<file path="config.mk">
export PLATFORM = sky130hd
export DESIGN_NAME = dch_card_regs
export DESIGN_NICKNAME = d
export VERILOG_FILES = /design/src/dch_pkg.sv /design/src/dch_serial_out.sv /design/src/dch_card_regs.sv
export SDC_FILE = /design/constraint.sdc
export NUM_CORES = 1
export LEC_CHECK = 0
export ABC_AREA = 1
export BUFFER_PORTS_ARGS = -buffer_cell sky130_fd_sc_hd__buf_2
export CORE_UTILIZATION = 40
export DETAILED_ROUTE_END_ITERATION = 10
export MAX_ROUTING_LAYER = met4
export PLACE_DENSITY = 0.66
export SETUP_SLACK_MARGIN = 0.5
export SLEW_MARGIN = 20
export SYNTH_ARGS = -nofsm -noshare
export SYNTH_HDL_FRONTEND = slang
export SYNTH_SLANG_ARGS = --single-unit
</file>
<file path="constraint.sdc">
create_clock -name i_ref_clk -period 2.2 [get_ports i_ref_clk]
set_clock_uncertainty 0.2 [all_clocks]
set_input_delay 0.33 -clock i_ref_clk [delete_from_list [all_inputs] [get_ports i_ref_clk]]
set_output_delay 0.33 -clock i_ref_clk [all_outputs]
set_load 0.05 [all_outputs]
</file>
<file path="src/dch_pkg.sv">
// Shared constants and carrier types for the analog output card register logic.
`default_nettype none
package dch_pkg;
    localparam int unsigned CLK_HZ        = 25_000_000;
    localparam int unsigned CLK_PERIOD_NS = 40;

    // Offsets within the eight-location I/O window.
    localparam logic [2:0] OFS_SAMPLE_LOW  = 3'h0;
    localparam logic [2:0] OFS_SAMPLE_HIGH = 3'h1;
    localparam logic [2:0] OFS_CONTROL     = 3'h2;
    localparam logic [2:0] OFS_HOLD        = 3'h3;
    localparam logic [2:0] OFS_TIMER       = 3'h4;
    localparam logic [2:0] OFS_DIGITAL_IO  = 3'h5;
    localparam logic [2:0] OFS_IRQ         = 3'h6;
    localparam logic [2:0] OFS_SPARE       = 3'h7;

    // Control register fields.
    localparam int CTRL_RESET_BIT      = 7;
    localparam int CTRL_READY_BIT      = 7;
    localparam int CTRL_TIMER_FLAG_BIT = 5;
    localparam int CTRL_EDGE_FLAG_BIT  = 4;
    localparam int CTRL_SOURCE_BIT     = 1;
    localparam int CTRL_RUN_BIT        = 0;
    localparam logic [7:0] CTRL_RESET_VAL  = 8'h00;
    localparam logic [7:0] TIMER_RESET_VAL = 8'h00;

    // Simultaneous output register fields.
    localparam int HOLD_PAIRS     = 4;
    localparam int HOLD_EVENT_BIT = 4;

    // Interrupt enable register fields.
    localparam int IRQ_BITS        = 3;
    localparam int IRQ_TIMER_BIT   = 0;
    localparam int IRQ_EDGE_BIT    = 1;
    localparam int IRQ_LOAD_BIT    = 2;

    // Sample high byte layout.
    localparam int SEL_LSB        = 4;
    localparam int SEL_MSB        = 6;
    localparam int SAMPLE_TOP_MSB = 3;

    // Event timer source rates.
    localparam int unsigned FAST_TICK_HZ = 100_000;
    localparam int unsigned SLOW_TICK_HZ = 1_000;
    localparam int unsigned FAST_DIV     = CLK_HZ / FAST_TICK_HZ;
    localparam int unsigned SLOW_DIV     = CLK_HZ / SLOW_TICK_HZ;

    // Serial transfer into a converter must finish within this time.
    localparam int unsigned XFER_TIME_NS    = 8000;
    localparam int unsigned XFER_CYCLES     = XFER_TIME_NS / CLK_PERIOD_NS;
    localparam int unsigned FRAME_BITS      = 16;
    localparam int unsigned HALF_BIT_CYCLES = XFER_CYCLES / (2 * FRAME_BITS);

    typedef struct packed {
        logic [2:0]  select;
        logic [11:0] sample;
    } dch_sample_t;

    typedef struct packed {
        logic        wr;
        logic        rd;
        logic        wide;
        logic [2:0]  addr;
        logic [15:0] wdata;
    } dch_io_req_t;
endpackage : dch_pkg
`default_nettype wire

</file>
<file path="src/dch_serial_out.sv">
// Serial shifter that loads one sample frame into a converter.
`default_nettype none
module dch_serial_out #(
    parameter int unsigned FRAME_BITS = dch_pkg::FRAME_BITS,
    parameter int unsigned HALF_BIT   = dch_pkg::HALF_BIT_CYCLES
) (
    input  wire logic                 i_ref_clk,
    input  wire logic                 i_reset_n,
    input  wire logic                 i_clk_en,
    input  wire logic                 i_start,
    input  wire dch_pkg::dch_sample_t i_word,
    output logic                      o_busy,
    output logic                      o_done,
    output logic                      o_sclk,
    output logic                      o_sdata,
    output logic [2:0]                o_select
);
    localparam int HW = $clog2(HALF_BIT + 1);
    localparam int BW = $clog2(FRAME_BITS + 1);

    typedef enum logic [1:0] {
        DCH_IDLE = 2'b00,
        DCH_LOW  = 2'b01,
        DCH_HIGH = 2'b11
    } dch_shift_state_t;

    dch_shift_state_t        state;
    logic [FRAME_BITS-1:0]   shift;
    logic [HW-1:0]           half_cnt;
    logic [BW-1:0]           bit_cnt;
    logic                    half_end;

    assign half_end = (half_cnt == HW'(HALF_BIT - 1));
    assign o_busy   = (state != DCH_IDLE);
    assign o_sclk   = (state == DCH_HIGH);
    assign o_sdata  = shift[FRAME_BITS-1];

    // The frame is a leading zero bit, select and the untouched sample, so the sample reaches the converter as written.
    always_ff @(posedge i_ref_clk or negedge i_reset_n) begin
        if (!i_reset_n) begin
            state    <= DCH_IDLE;
            shift    <= '0;
            half_cnt <= '0;
            bit_cnt  <= '0;
            o_select <= 3'h0;
            o_done   <= 1'b0;
        end else if (i_clk_en) begin
            o_done <= 1'b0;
            case (state)
                DCH_IDLE: begin
                    if (i_start) begin
                        shift    <= FRAME_BITS'(i_word);
                        o_select <= i_word.select;
                        half_cnt <= '0;
                        bit_cnt  <= '0;
                        state    <= DCH_LOW;
                    end
                end
                DCH_LOW: begin
                    half_cnt <= half_end ? '0 : half_cnt + 1'b1;
                    if (half_end) begin
                        state <= DCH_HIGH;
                    end
                end
                DCH_HIGH: begin
                    half_cnt <= half_end ? '0 : half_cnt + 1'b1;
                    if (half_end) begin
                        shift <= {shift[FRAME_BITS-2:0], 1'b0};
                        if (bit_cnt == BW'(FRAME_BITS - 1)) begin
                            state  <= DCH_IDLE;
                            o_done <= 1'b1;
                        end else begin
                            bit_cnt <= bit_cnt + 1'b1;
                            state   <= DCH_LOW;
                        end
                    end
                end
                default: state <= DCH_IDLE;
            endcase
        end
    end
endmodule : dch_serial_out
`default_nettype wire

</file>
<file path="src/dch_card_regs.sv">
// Host register logic of the eight-channel analog output card.
`default_nettype none
module dch_card_regs #(
    parameter int unsigned FAST_DIV = dch_pkg::FAST_DIV,
    parameter int unsigned SLOW_DIV = dch_pkg::SLOW_DIV
) (
    input  wire logic                 i_ref_clk,
    input  wire logic                 i_reset_n,
    input  wire logic                 i_clk_en,
    input  wire dch_pkg::dch_io_req_t i_io,
    output logic [15:0]               o_io_rdata,
    input  wire logic                 i_outside_edge,
    input  wire logic                 i_outside_load,
    output logic                      o_dac_sclk,
    output logic                      o_dac_sdata,
    output logic [2:0]                o_dac_select,
    output logic [7:0]                o_dac_latch,
    output logic                      o_dac_reset,
    output logic                      o_dac_loading,
    output logic                      o_timer_out
);
    localparam int TW = $clog2(SLOW_DIV + FAST_DIV);

    // Any write that covers location k, either directly or as the upper half of a wide write.
    function automatic logic wr_hit(input dch_pkg::dch_io_req_t r, input logic [2:0] k);
        return r.wr && (r.addr == k || (r.wide && (r.addr + 3'h1) == k));
    endfunction : wr_hit

    function automatic logic [7:0] wr_byte(input dch_pkg::dch_io_req_t r, input logic [2:0] k);
        return (r.addr == k) ? r.wdata[7:0] : r.wdata[15:8];
    endfunction : wr_byte

    logic [7:0]  sample_low;
    logic [7:0]  sample_high;
    logic        run;
    logic        source;
    logic        timer_flag;
    logic        edge_flag;
    logic [3:0]  hold;
    logic        load_flag;
    logic [7:0]  timer_value;
    logic        prev_edge;
    logic        prev_load;
    logic [TW-1:0] tick_cnt;
    logic [7:0]  timer_cnt;
    logic        busy;
    logic        done;
    logic [7:0]  view [8];
    logic        lo_hit, hi_hit, ctrl_hit, hold_hit, timer_hit;
    logic [7:0]  ctrl_byte, hold_byte;
    logic [7:0]  next_low, next_high;
    logic        next_run;
    logic [3:0]  next_hold;
    logic        edge_rise, load_rise, tick, expire;
    logic [TW-1:0] div_last;
    dch_pkg::dch_sample_t word;

    assign lo_hit    = wr_hit(i_io, dch_pkg::OFS_SAMPLE_LOW);
    assign hi_hit    = wr_hit(i_io, dch_pkg::OFS_SAMPLE_HIGH);
    assign ctrl_hit  = wr_hit(i_io, dch_pkg::OFS_CONTROL);
    assign hold_hit  = wr_hit(i_io, dch_pkg::OFS_HOLD);
    assign timer_hit = wr_hit(i_io, dch_pkg::OFS_TIMER);
    assign ctrl_byte = wr_byte(i_io, dch_pkg::OFS_CONTROL);
    assign hold_byte = wr_byte(i_io, dch_pkg::OFS_HOLD);

    // A wide write at the low offset carries both bytes, so the transfer sees the fresh low byte.
    assign next_low  = lo_hit ? wr_byte(i_io, dch_pkg::OFS_SAMPLE_LOW) : sample_low;
    assign next_high = hi_hit ? wr_byte(i_io, dch_pkg::OFS_SAMPLE_HIGH) : sample_high;
    assign word = '{select: next_high[dch_pkg::SEL_MSB:dch_pkg::SEL_LSB],
                    sample: {next_high[dch_pkg::SAMPLE_TOP_MSB:0], next_low}};

    assign next_run  = ctrl_hit ? ctrl_byte[dch_pkg::CTRL_RUN_BIT] : run;
    assign edge_rise = i_outside_edge && !prev_edge;
    assign load_rise = i_outside_load && !prev_load;
    assign next_hold = load_rise ? 4'h0 : (hold_hit ? hold_byte[dch_pkg::HOLD_PAIRS-1:0] : hold);

    assign div_last = source ? TW'(FAST_DIV - 1) : TW'(SLOW_DIV - 1);
    assign tick     = run && (tick_cnt == div_last);
    assign expire   = tick && (timer_cnt == timer_value);
    assign o_dac_loading = !busy;

    dch_serial_out u_shift (
        .i_ref_clk (i_ref_clk),
        .i_reset_n (i_reset_n),
        .i_clk_en  (i_clk_en),
        .i_start   (hi_hit && !busy),
        .i_word    (word),
        .o_busy    (busy),
        .o_done    (done),
        .o_sclk    (o_dac_sclk),
        .o_sdata   (o_dac_sdata),
        .o_select  (o_dac_select)
    );

    always_ff @(posedge i_ref_clk or negedge i_reset_n) begin
        if (!i_reset_n) begin
            sample_low  <= 8'h00;
            sample_high <= 8'h00;
        end else if (i_clk_en) begin
            sample_low  <= next_low;
            sample_high <= next_high;
        end
    end

    always_ff @(posedge i_ref_clk or negedge i_reset_n) begin
        if (!i_reset_n) begin
            run         <= dch_pkg::CTRL_RESET_VAL[dch_pkg::CTRL_RUN_BIT];
            source      <= dch_pkg::CTRL_RESET_VAL[dch_pkg::CTRL_SOURCE_BIT];
            timer_flag  <= dch_pkg::CTRL_RESET_VAL[dch_pkg::CTRL_TIMER_FLAG_BIT];
            edge_flag   <= dch_pkg::CTRL_RESET_VAL[dch_pkg::CTRL_EDGE_FLAG_BIT];
            o_dac_reset <= dch_pkg::CTRL_RESET_VAL[dch_pkg::CTRL_RESET_BIT];
        end else if (i_clk_en) begin
            run         <= next_run;
            o_dac_reset <= ctrl_hit && ctrl_byte[dch_pkg::CTRL_RESET_BIT];
            if (ctrl_hit) begin
                source <= ctrl_byte[dch_pkg::CTRL_SOURCE_BIT];
            end
            if (!next_run) begin
                timer_flag <= 1'b0;
            end else if (expire) begin
                timer_flag <= 1'b1;
            end else if (ctrl_hit && ctrl_byte[dch_pkg::CTRL_TIMER_FLAG_BIT]) begin
                timer_flag <= 1'b0;
            end
            if (edge_rise) begin
                edge_flag <= 1'b1;
            end else if (ctrl_hit && ctrl_byte[dch_pkg::CTRL_EDGE_FLAG_BIT]) begin
                edge_flag <= 1'b0;
            end
        end
    end

    // Outside pins are taken as synchronous; one stage of history is enough for edge detection.
    always_ff @(posedge i_ref_clk or negedge i_reset_n) begin
        if (!i_reset_n) begin
            prev_edge <= 1'b1;
            prev_load <= 1'b1;
        end else if (i_clk_en) begin
            prev_edge <= i_outside_edge;
            prev_load <= i_outside_load;
        end
    end

    always_ff @(posedge i_ref_clk or negedge i_reset_n) begin
        if (!i_reset_n) begin
            hold      <= 4'h0;
            load_flag <= 1'b0;
        end else if (i_clk_en) begin
            hold <= next_hold;
            if (load_rise) begin
                load_flag <= 1'b1;
            end else if (hold_hit && hold_byte[dch_pkg::HOLD_EVENT_BIT]) begin
                load_flag <= 1'b0;
            end
        end
    end

    // A finished frame converts at once unless its pair is held; releasing a pair converts both channels.
    always_ff @(posedge i_ref_clk or negedge i_reset_n) begin
        if (!i_reset_n) begin
            o_dac_latch <= 8'h00;
        end else if (i_clk_en) begin
            for (int p = 0; p < dch_pkg::HOLD_PAIRS; p++) begin
                o_dac_latch[2*p]   <= (hold[p] && !next_hold[p])
                    || (done && !hold[p] && o_dac_select == 3'(2*p));
                o_dac_latch[2*p+1] <= (hold[p] && !next_hold[p])
                    || (done && !hold[p] && o_dac_select == 3'(2*p+1));
            end
        end
    end

    always_ff @(posedge i_ref_clk or negedge i_reset_n) begin
        if (!i_reset_n) begin
            timer_value <= dch_pkg::TIMER_RESET_VAL;
        end else if (i_clk_en) begin
            if (timer_hit) begin
                timer_value <= wr_byte(i_io, dch_pkg::OFS_TIMER);
            end
        end
    end

    // The timer output stays high for one source tick after each expiry.
    always_ff @(posedge i_ref_clk or negedge i_reset_n) begin
        if (!i_reset_n) begin
            tick_cnt    <= '0;
            timer_cnt   <= 8'h00;
            o_timer_out <= 1'b0;
        end else if (i_clk_en) begin
            // Stopping drops the output in the same cycle, so a stopped timer never shows a stale expiry.
            if (!run || !next_run) begin
                tick_cnt    <= '0;
                timer_cnt   <= 8'h00;
                o_timer_out <= 1'b0;
            end else begin
                tick_cnt <= tick ? '0 : tick_cnt + 1'b1;
                if (tick) begin
                    timer_cnt   <= expire ? 8'h00 : timer_cnt + 8'h01;
                    o_timer_out <= expire;
                end
            end
        end
    end

    always_comb begin
        // Interrupt generation sits outside this block, so the interrupt location reads zero.
        view = '{default: 8'h00};
        view[dch_pkg::OFS_SAMPLE_LOW]  = sample_low;
        view[dch_pkg::OFS_SAMPLE_HIGH] = sample_high;
        view[dch_pkg::OFS_CONTROL][dch_pkg::CTRL_READY_BIT]      = !busy;
        view[dch_pkg::OFS_CONTROL][dch_pkg::CTRL_TIMER_FLAG_BIT] = timer_flag;
        view[dch_pkg::OFS_CONTROL][dch_pkg::CTRL_EDGE_FLAG_BIT]  = edge_flag;
        view[dch_pkg::OFS_CONTROL][dch_pkg::CTRL_SOURCE_BIT]     = source;
        view[dch_pkg::OFS_CONTROL][dch_pkg::CTRL_RUN_BIT]        = run;
        view[dch_pkg::OFS_HOLD][dch_pkg::HOLD_PAIRS-1:0]         = hold;
        view[dch_pkg::OFS_HOLD][dch_pkg::HOLD_EVENT_BIT]         = load_flag;
        view[dch_pkg::OFS_TIMER]       = timer_value;
    end

    always_ff @(posedge i_ref_clk or negedge i_reset_n) begin
        if (!i_reset_n) begin
            o_io_rdata <= 16'h0000;
        end else if (i_clk_en) begin
            if (i_io.rd) begin
                o_io_rdata <= {i_io.wide ? view[i_io.addr + 3'h1] : 8'h00, view[i_io.addr]};
            end
        end
    end
endmodule : dch_card_regs
`default_nettype wire

</file>
==> impl_results.md <==
* Die H at 131.7 um
* Critical path's largest stage delay at 0.44 ns
* DR WL/cell at 16.07 um
* Worst path top cell family by delay: flip-flops
* CP Launch Type: register
* Peak VDD IR at 747.8 uV
* Leak pwr at 0.004248 uW
* Endpoint, Worst Hold: source
* Yosys cell types at 45
* Initial core utilization at 0.4073
* Register bit total from synthesis at 114
* Sequential share of the synthesized area at 0.4242
* Die area at 17350 sq um
* Max Clk Rate at 0.5650 GHz
* Gpl congestion at 0.9154
* Antenna cells at 0
* Final setup vio count at 0
* CP max FO at 3
* Final min period at 1.770 ns
* CTS buffer count at 17
* Worst Setup End Kind: output port
* Worst reg2reg endpoint: timer_cnt[5]
* Synth-to-Final Area Change at 34.54%
* Placed cells at 1224
* Fin crit share at 0.8045
* CTS clk-pin slew, worst paths at 0.05 ns
* Clock sinks at 114
* Global-route usage over all layers at 0.2467
* Cells after Synth at 933
* Die width at 131.7 um
* Setup CP Type: register to output port
* Slowest CP cell: dfrtp_2
* R2R Setup Slk at 0.44 ns
* RSZ-0062 raised after global routing: true
* Worst Path Required at 1.67 ns
* Synth Net Count at 970
* Max Slew Vio Count at 0
* Share of cells above drive strength 1 at 0.2898
* WHS Path Cells at 3
* CTS HTree Levels at 4
* YS warnings at 0
* First-pass GRT wire length at 32650 um
* Avg Cell Area, Syn at 7.214 sq um
* Final cell count without fillers at 1293
* IO Count at 59
* CP Data Arrival Time at 1.24 ns
* First-pass DRT Iterations at 5
* Max Cap Violations at 0
* Reg2Reg Depth at 9
* Hold Crit Class: input port to register
* Largest net degree at the start of global routing at 48
* DRT Wirelength at 20780 um
* Met2 GRT Util at 0.3859
* Post-Place Worst Slack at -0.06848 ns
* Final routed DRC violation total at 0
* Relative slew slack at 0.6857
* Post-DP HPWL at 14670 um
* 1st-iter DRT viols at 641
* Vias in the first global route at 6379
* Largest cells by area after synthesis: dfrtp_1, nand2_1, o21ai_0
* Slew @ Worst Pin at 0.4715 ns
* Power, Total at 9130 uW
* Deepest clock path buffer count at 2
* FFs w/ async S/R, synth at 1.000
* Final worst setup slack at 0.4302 ns
* Area leader, netlist: dfrtp_1
* HP Start: i_io[9]
* Layout Nets at 1097
* Mapped cell area at 6730 sq um
* Initial antenna violation count at 0
* GR peak layer: met2
* Met1 Use GR at 0.3155
* PortBufs at 58
* Clock latency on the worst-skew pair at 0.43 ns
* Root Buffer: clkbuf_16
* Ys flop type: dfrtp_1
* GRT met3 Usage at 0.05247
* Power density over the cells at 1008 nW/um^2
* Status: complete, no violations
* Synth top area share at 0.4164
* Post-synth EDFFs at 0
* Reg2reg start: tick_cnt[10]
* Core Area at 16520 sq um
* Row cnt at 47
* DR vias/cell at 5.271
* CP Cell Sequence: nor2_4, buf_6, buf_8
* Hold Vio Cnt, Final at 0
* Gr ovfl total at 0
* Routed vias at 6815
* CTS tree: yes
* Final ANT Viol Nets at 0
* WP buf/inv at 2
==> worst max-delay path by stage <==
| stage | start | end | slack, ns | cells after the start |
|---|---|---|---|---|
| detailed placement | i_io[16] | o_dac_latch[7] | -0.07 | 12 |
| global route | tick_cnt[10] | timer_cnt[3] | 0.34 | 9 |
| global placement | i_io[16] | o_dac_latch[7] | -0.05 | 12 |
| CTS | u_shift.state[1] | o_dac_loading | 0.43 | 3 |
| floorplan | i_io[18] | u_shift.bit_cnt[0] | 0.26 | 11 |
| finish | u_shift.state[0] | o_dac_loading | 0.43 | 3 |
==> synthesized netlist by cell type (7+ instances only) <==
library cell  instances
nand2_1             276
o21ai_0             114
dfrtp_1             112
inv_1                97
nor2_1               78
nand3_1              49
a21oi_1              31
o21ai_1              30
clkbuf_1             18
ha_1                 10
buf_2                 9
nor3_1                9
o211ai_1              9
xor2_1                8
a31oi_1               7
==> cells by family (layout without fill, tap and decap cells) <==
family	after synthesis	after routing	synth area share
simple gates	438	440	0.2731
compound gates	223	223	0.1865
buf+inv	136	274	0.08198
flops	114	114	0.4242
xor+xnor	12	12	0.01562
fa+ha+maj	10	10	0.01859
==> registers in the layout (all words and copies together), names as in the netlist, 2 cells and up <==
signal	flops
o_io_rdata	16
u_shift.shift	16
tick_cnt	15
o_dac_latch	8
sample_high	8
sample_low	8
timer_cnt	8
timer_value	8
u_shift.bit_cnt	5
hold	4
u_shift.half_cnt	3
u_shift.o_select	3
u_shift.state	2
==> worst register-to-register path, stage by stage, from the launching register on <==
cell,delay (ns)
dfrtp_2,0.46
nor2_2,0.11
nand3_1,0.09
nor2_2,0.18
nand3_2,0.15
a21oi_4,0.21
buf_6,0.13
nand2_1,0.04
nand2_1,0.05
inv_1,0.04
==> per-stage QoR <==
| stage | hold slack [ns] | setup TNS (ns) | utilization | cell area [sq um] |
|---|---|---|---|---|
| final | 0.07925 | 0 | 0.5480 | 9055 |
| after global routing | 0.09871 | 0 | 0.5480 | 9055 |
| after CTS | 0.06994 | 0 | 0.5141 | 8496 |
| after detailed placement | 0.1168 | -0.6247 | 0.4608 | 7615 |
| after global placement | 0.1155 | -0.2270 | 0.4608 | 7615 |
| after floorplan | -0.1656 | 0 | - | 6885 |
==> per-layer routing <==
metal | share of wire | vias to the layer above
met1 | 0.44 | 3260
li1 | - | 3321
met4 | 0.025 | 0
met5 | 0 | -
met2 | 0.48 | 192
met3 | 0.054 | 42
==> power by group <==
part / total [uW] / internal, uW / switching (uW)
Combinational: 3210 / 1150 / 2060
Clock: 3000 / 2000 / 995
Sequential: 2920 / 2540 / 386
Total: 9130 / 5690 / 3440
==> layout make-up <==
cell class                      count  area [sq um]
Sequential cell                   114          2869
Clock inverter                     10         155.1
Fill cell                        1539          7470
Inverter                          104         442.9
Timing Repair Buffer              136          1001
Tap cell                          220         275.3
Clock buffer                       22         484.2
Multi-Input combinational cell    685          3795
Timing Repair inverter              2         32.53
==> placed cells by master, fill, tap and decap left out, drive strengths merged <==
cell type    netlist  routed
a211oi             1       1
a21oi             34      34
a22oi              5       5
a31oi              7       7
and2               1       1
buf               13     133
bufinv             0       4
clkbuf            19      22
clkinv             2       9
clkinvlp           0       2
dfrtp            112     112
dfstp              2       2
dlygate4sd3        0       3
ha                10      10
inv              102     101
nand2            284     286
nand3             49      49
nand3b             2       2
nand4              4       4
nor2              83      83
nor3              14      14
nor3b              1       1
o2111ai            1       1
o211ai             9       9
o21a               1       1
o21ai            145     145
o21bai             2       2
o221ai             2       2
o22ai              6       6
o31ai              5       5
o41ai              5       5
xnor2              4       4
xor2               8       8
==> what timing repair did <==
| action | CTS | global route |
|---|---|---|
| endpoints found under the hold margin | 35 | 0 |
| hold buffers | 3 | 0 |
| setup buffers | 14 | 16 |
| setup endpoints to repair | 60 | 77 |
| cloned | 1 | 3 |
| gates resized for setup | 37 | 121 |
| pin swaps | 15 | 34 |
Note: power is estimated with default switching activity, not from simulation.
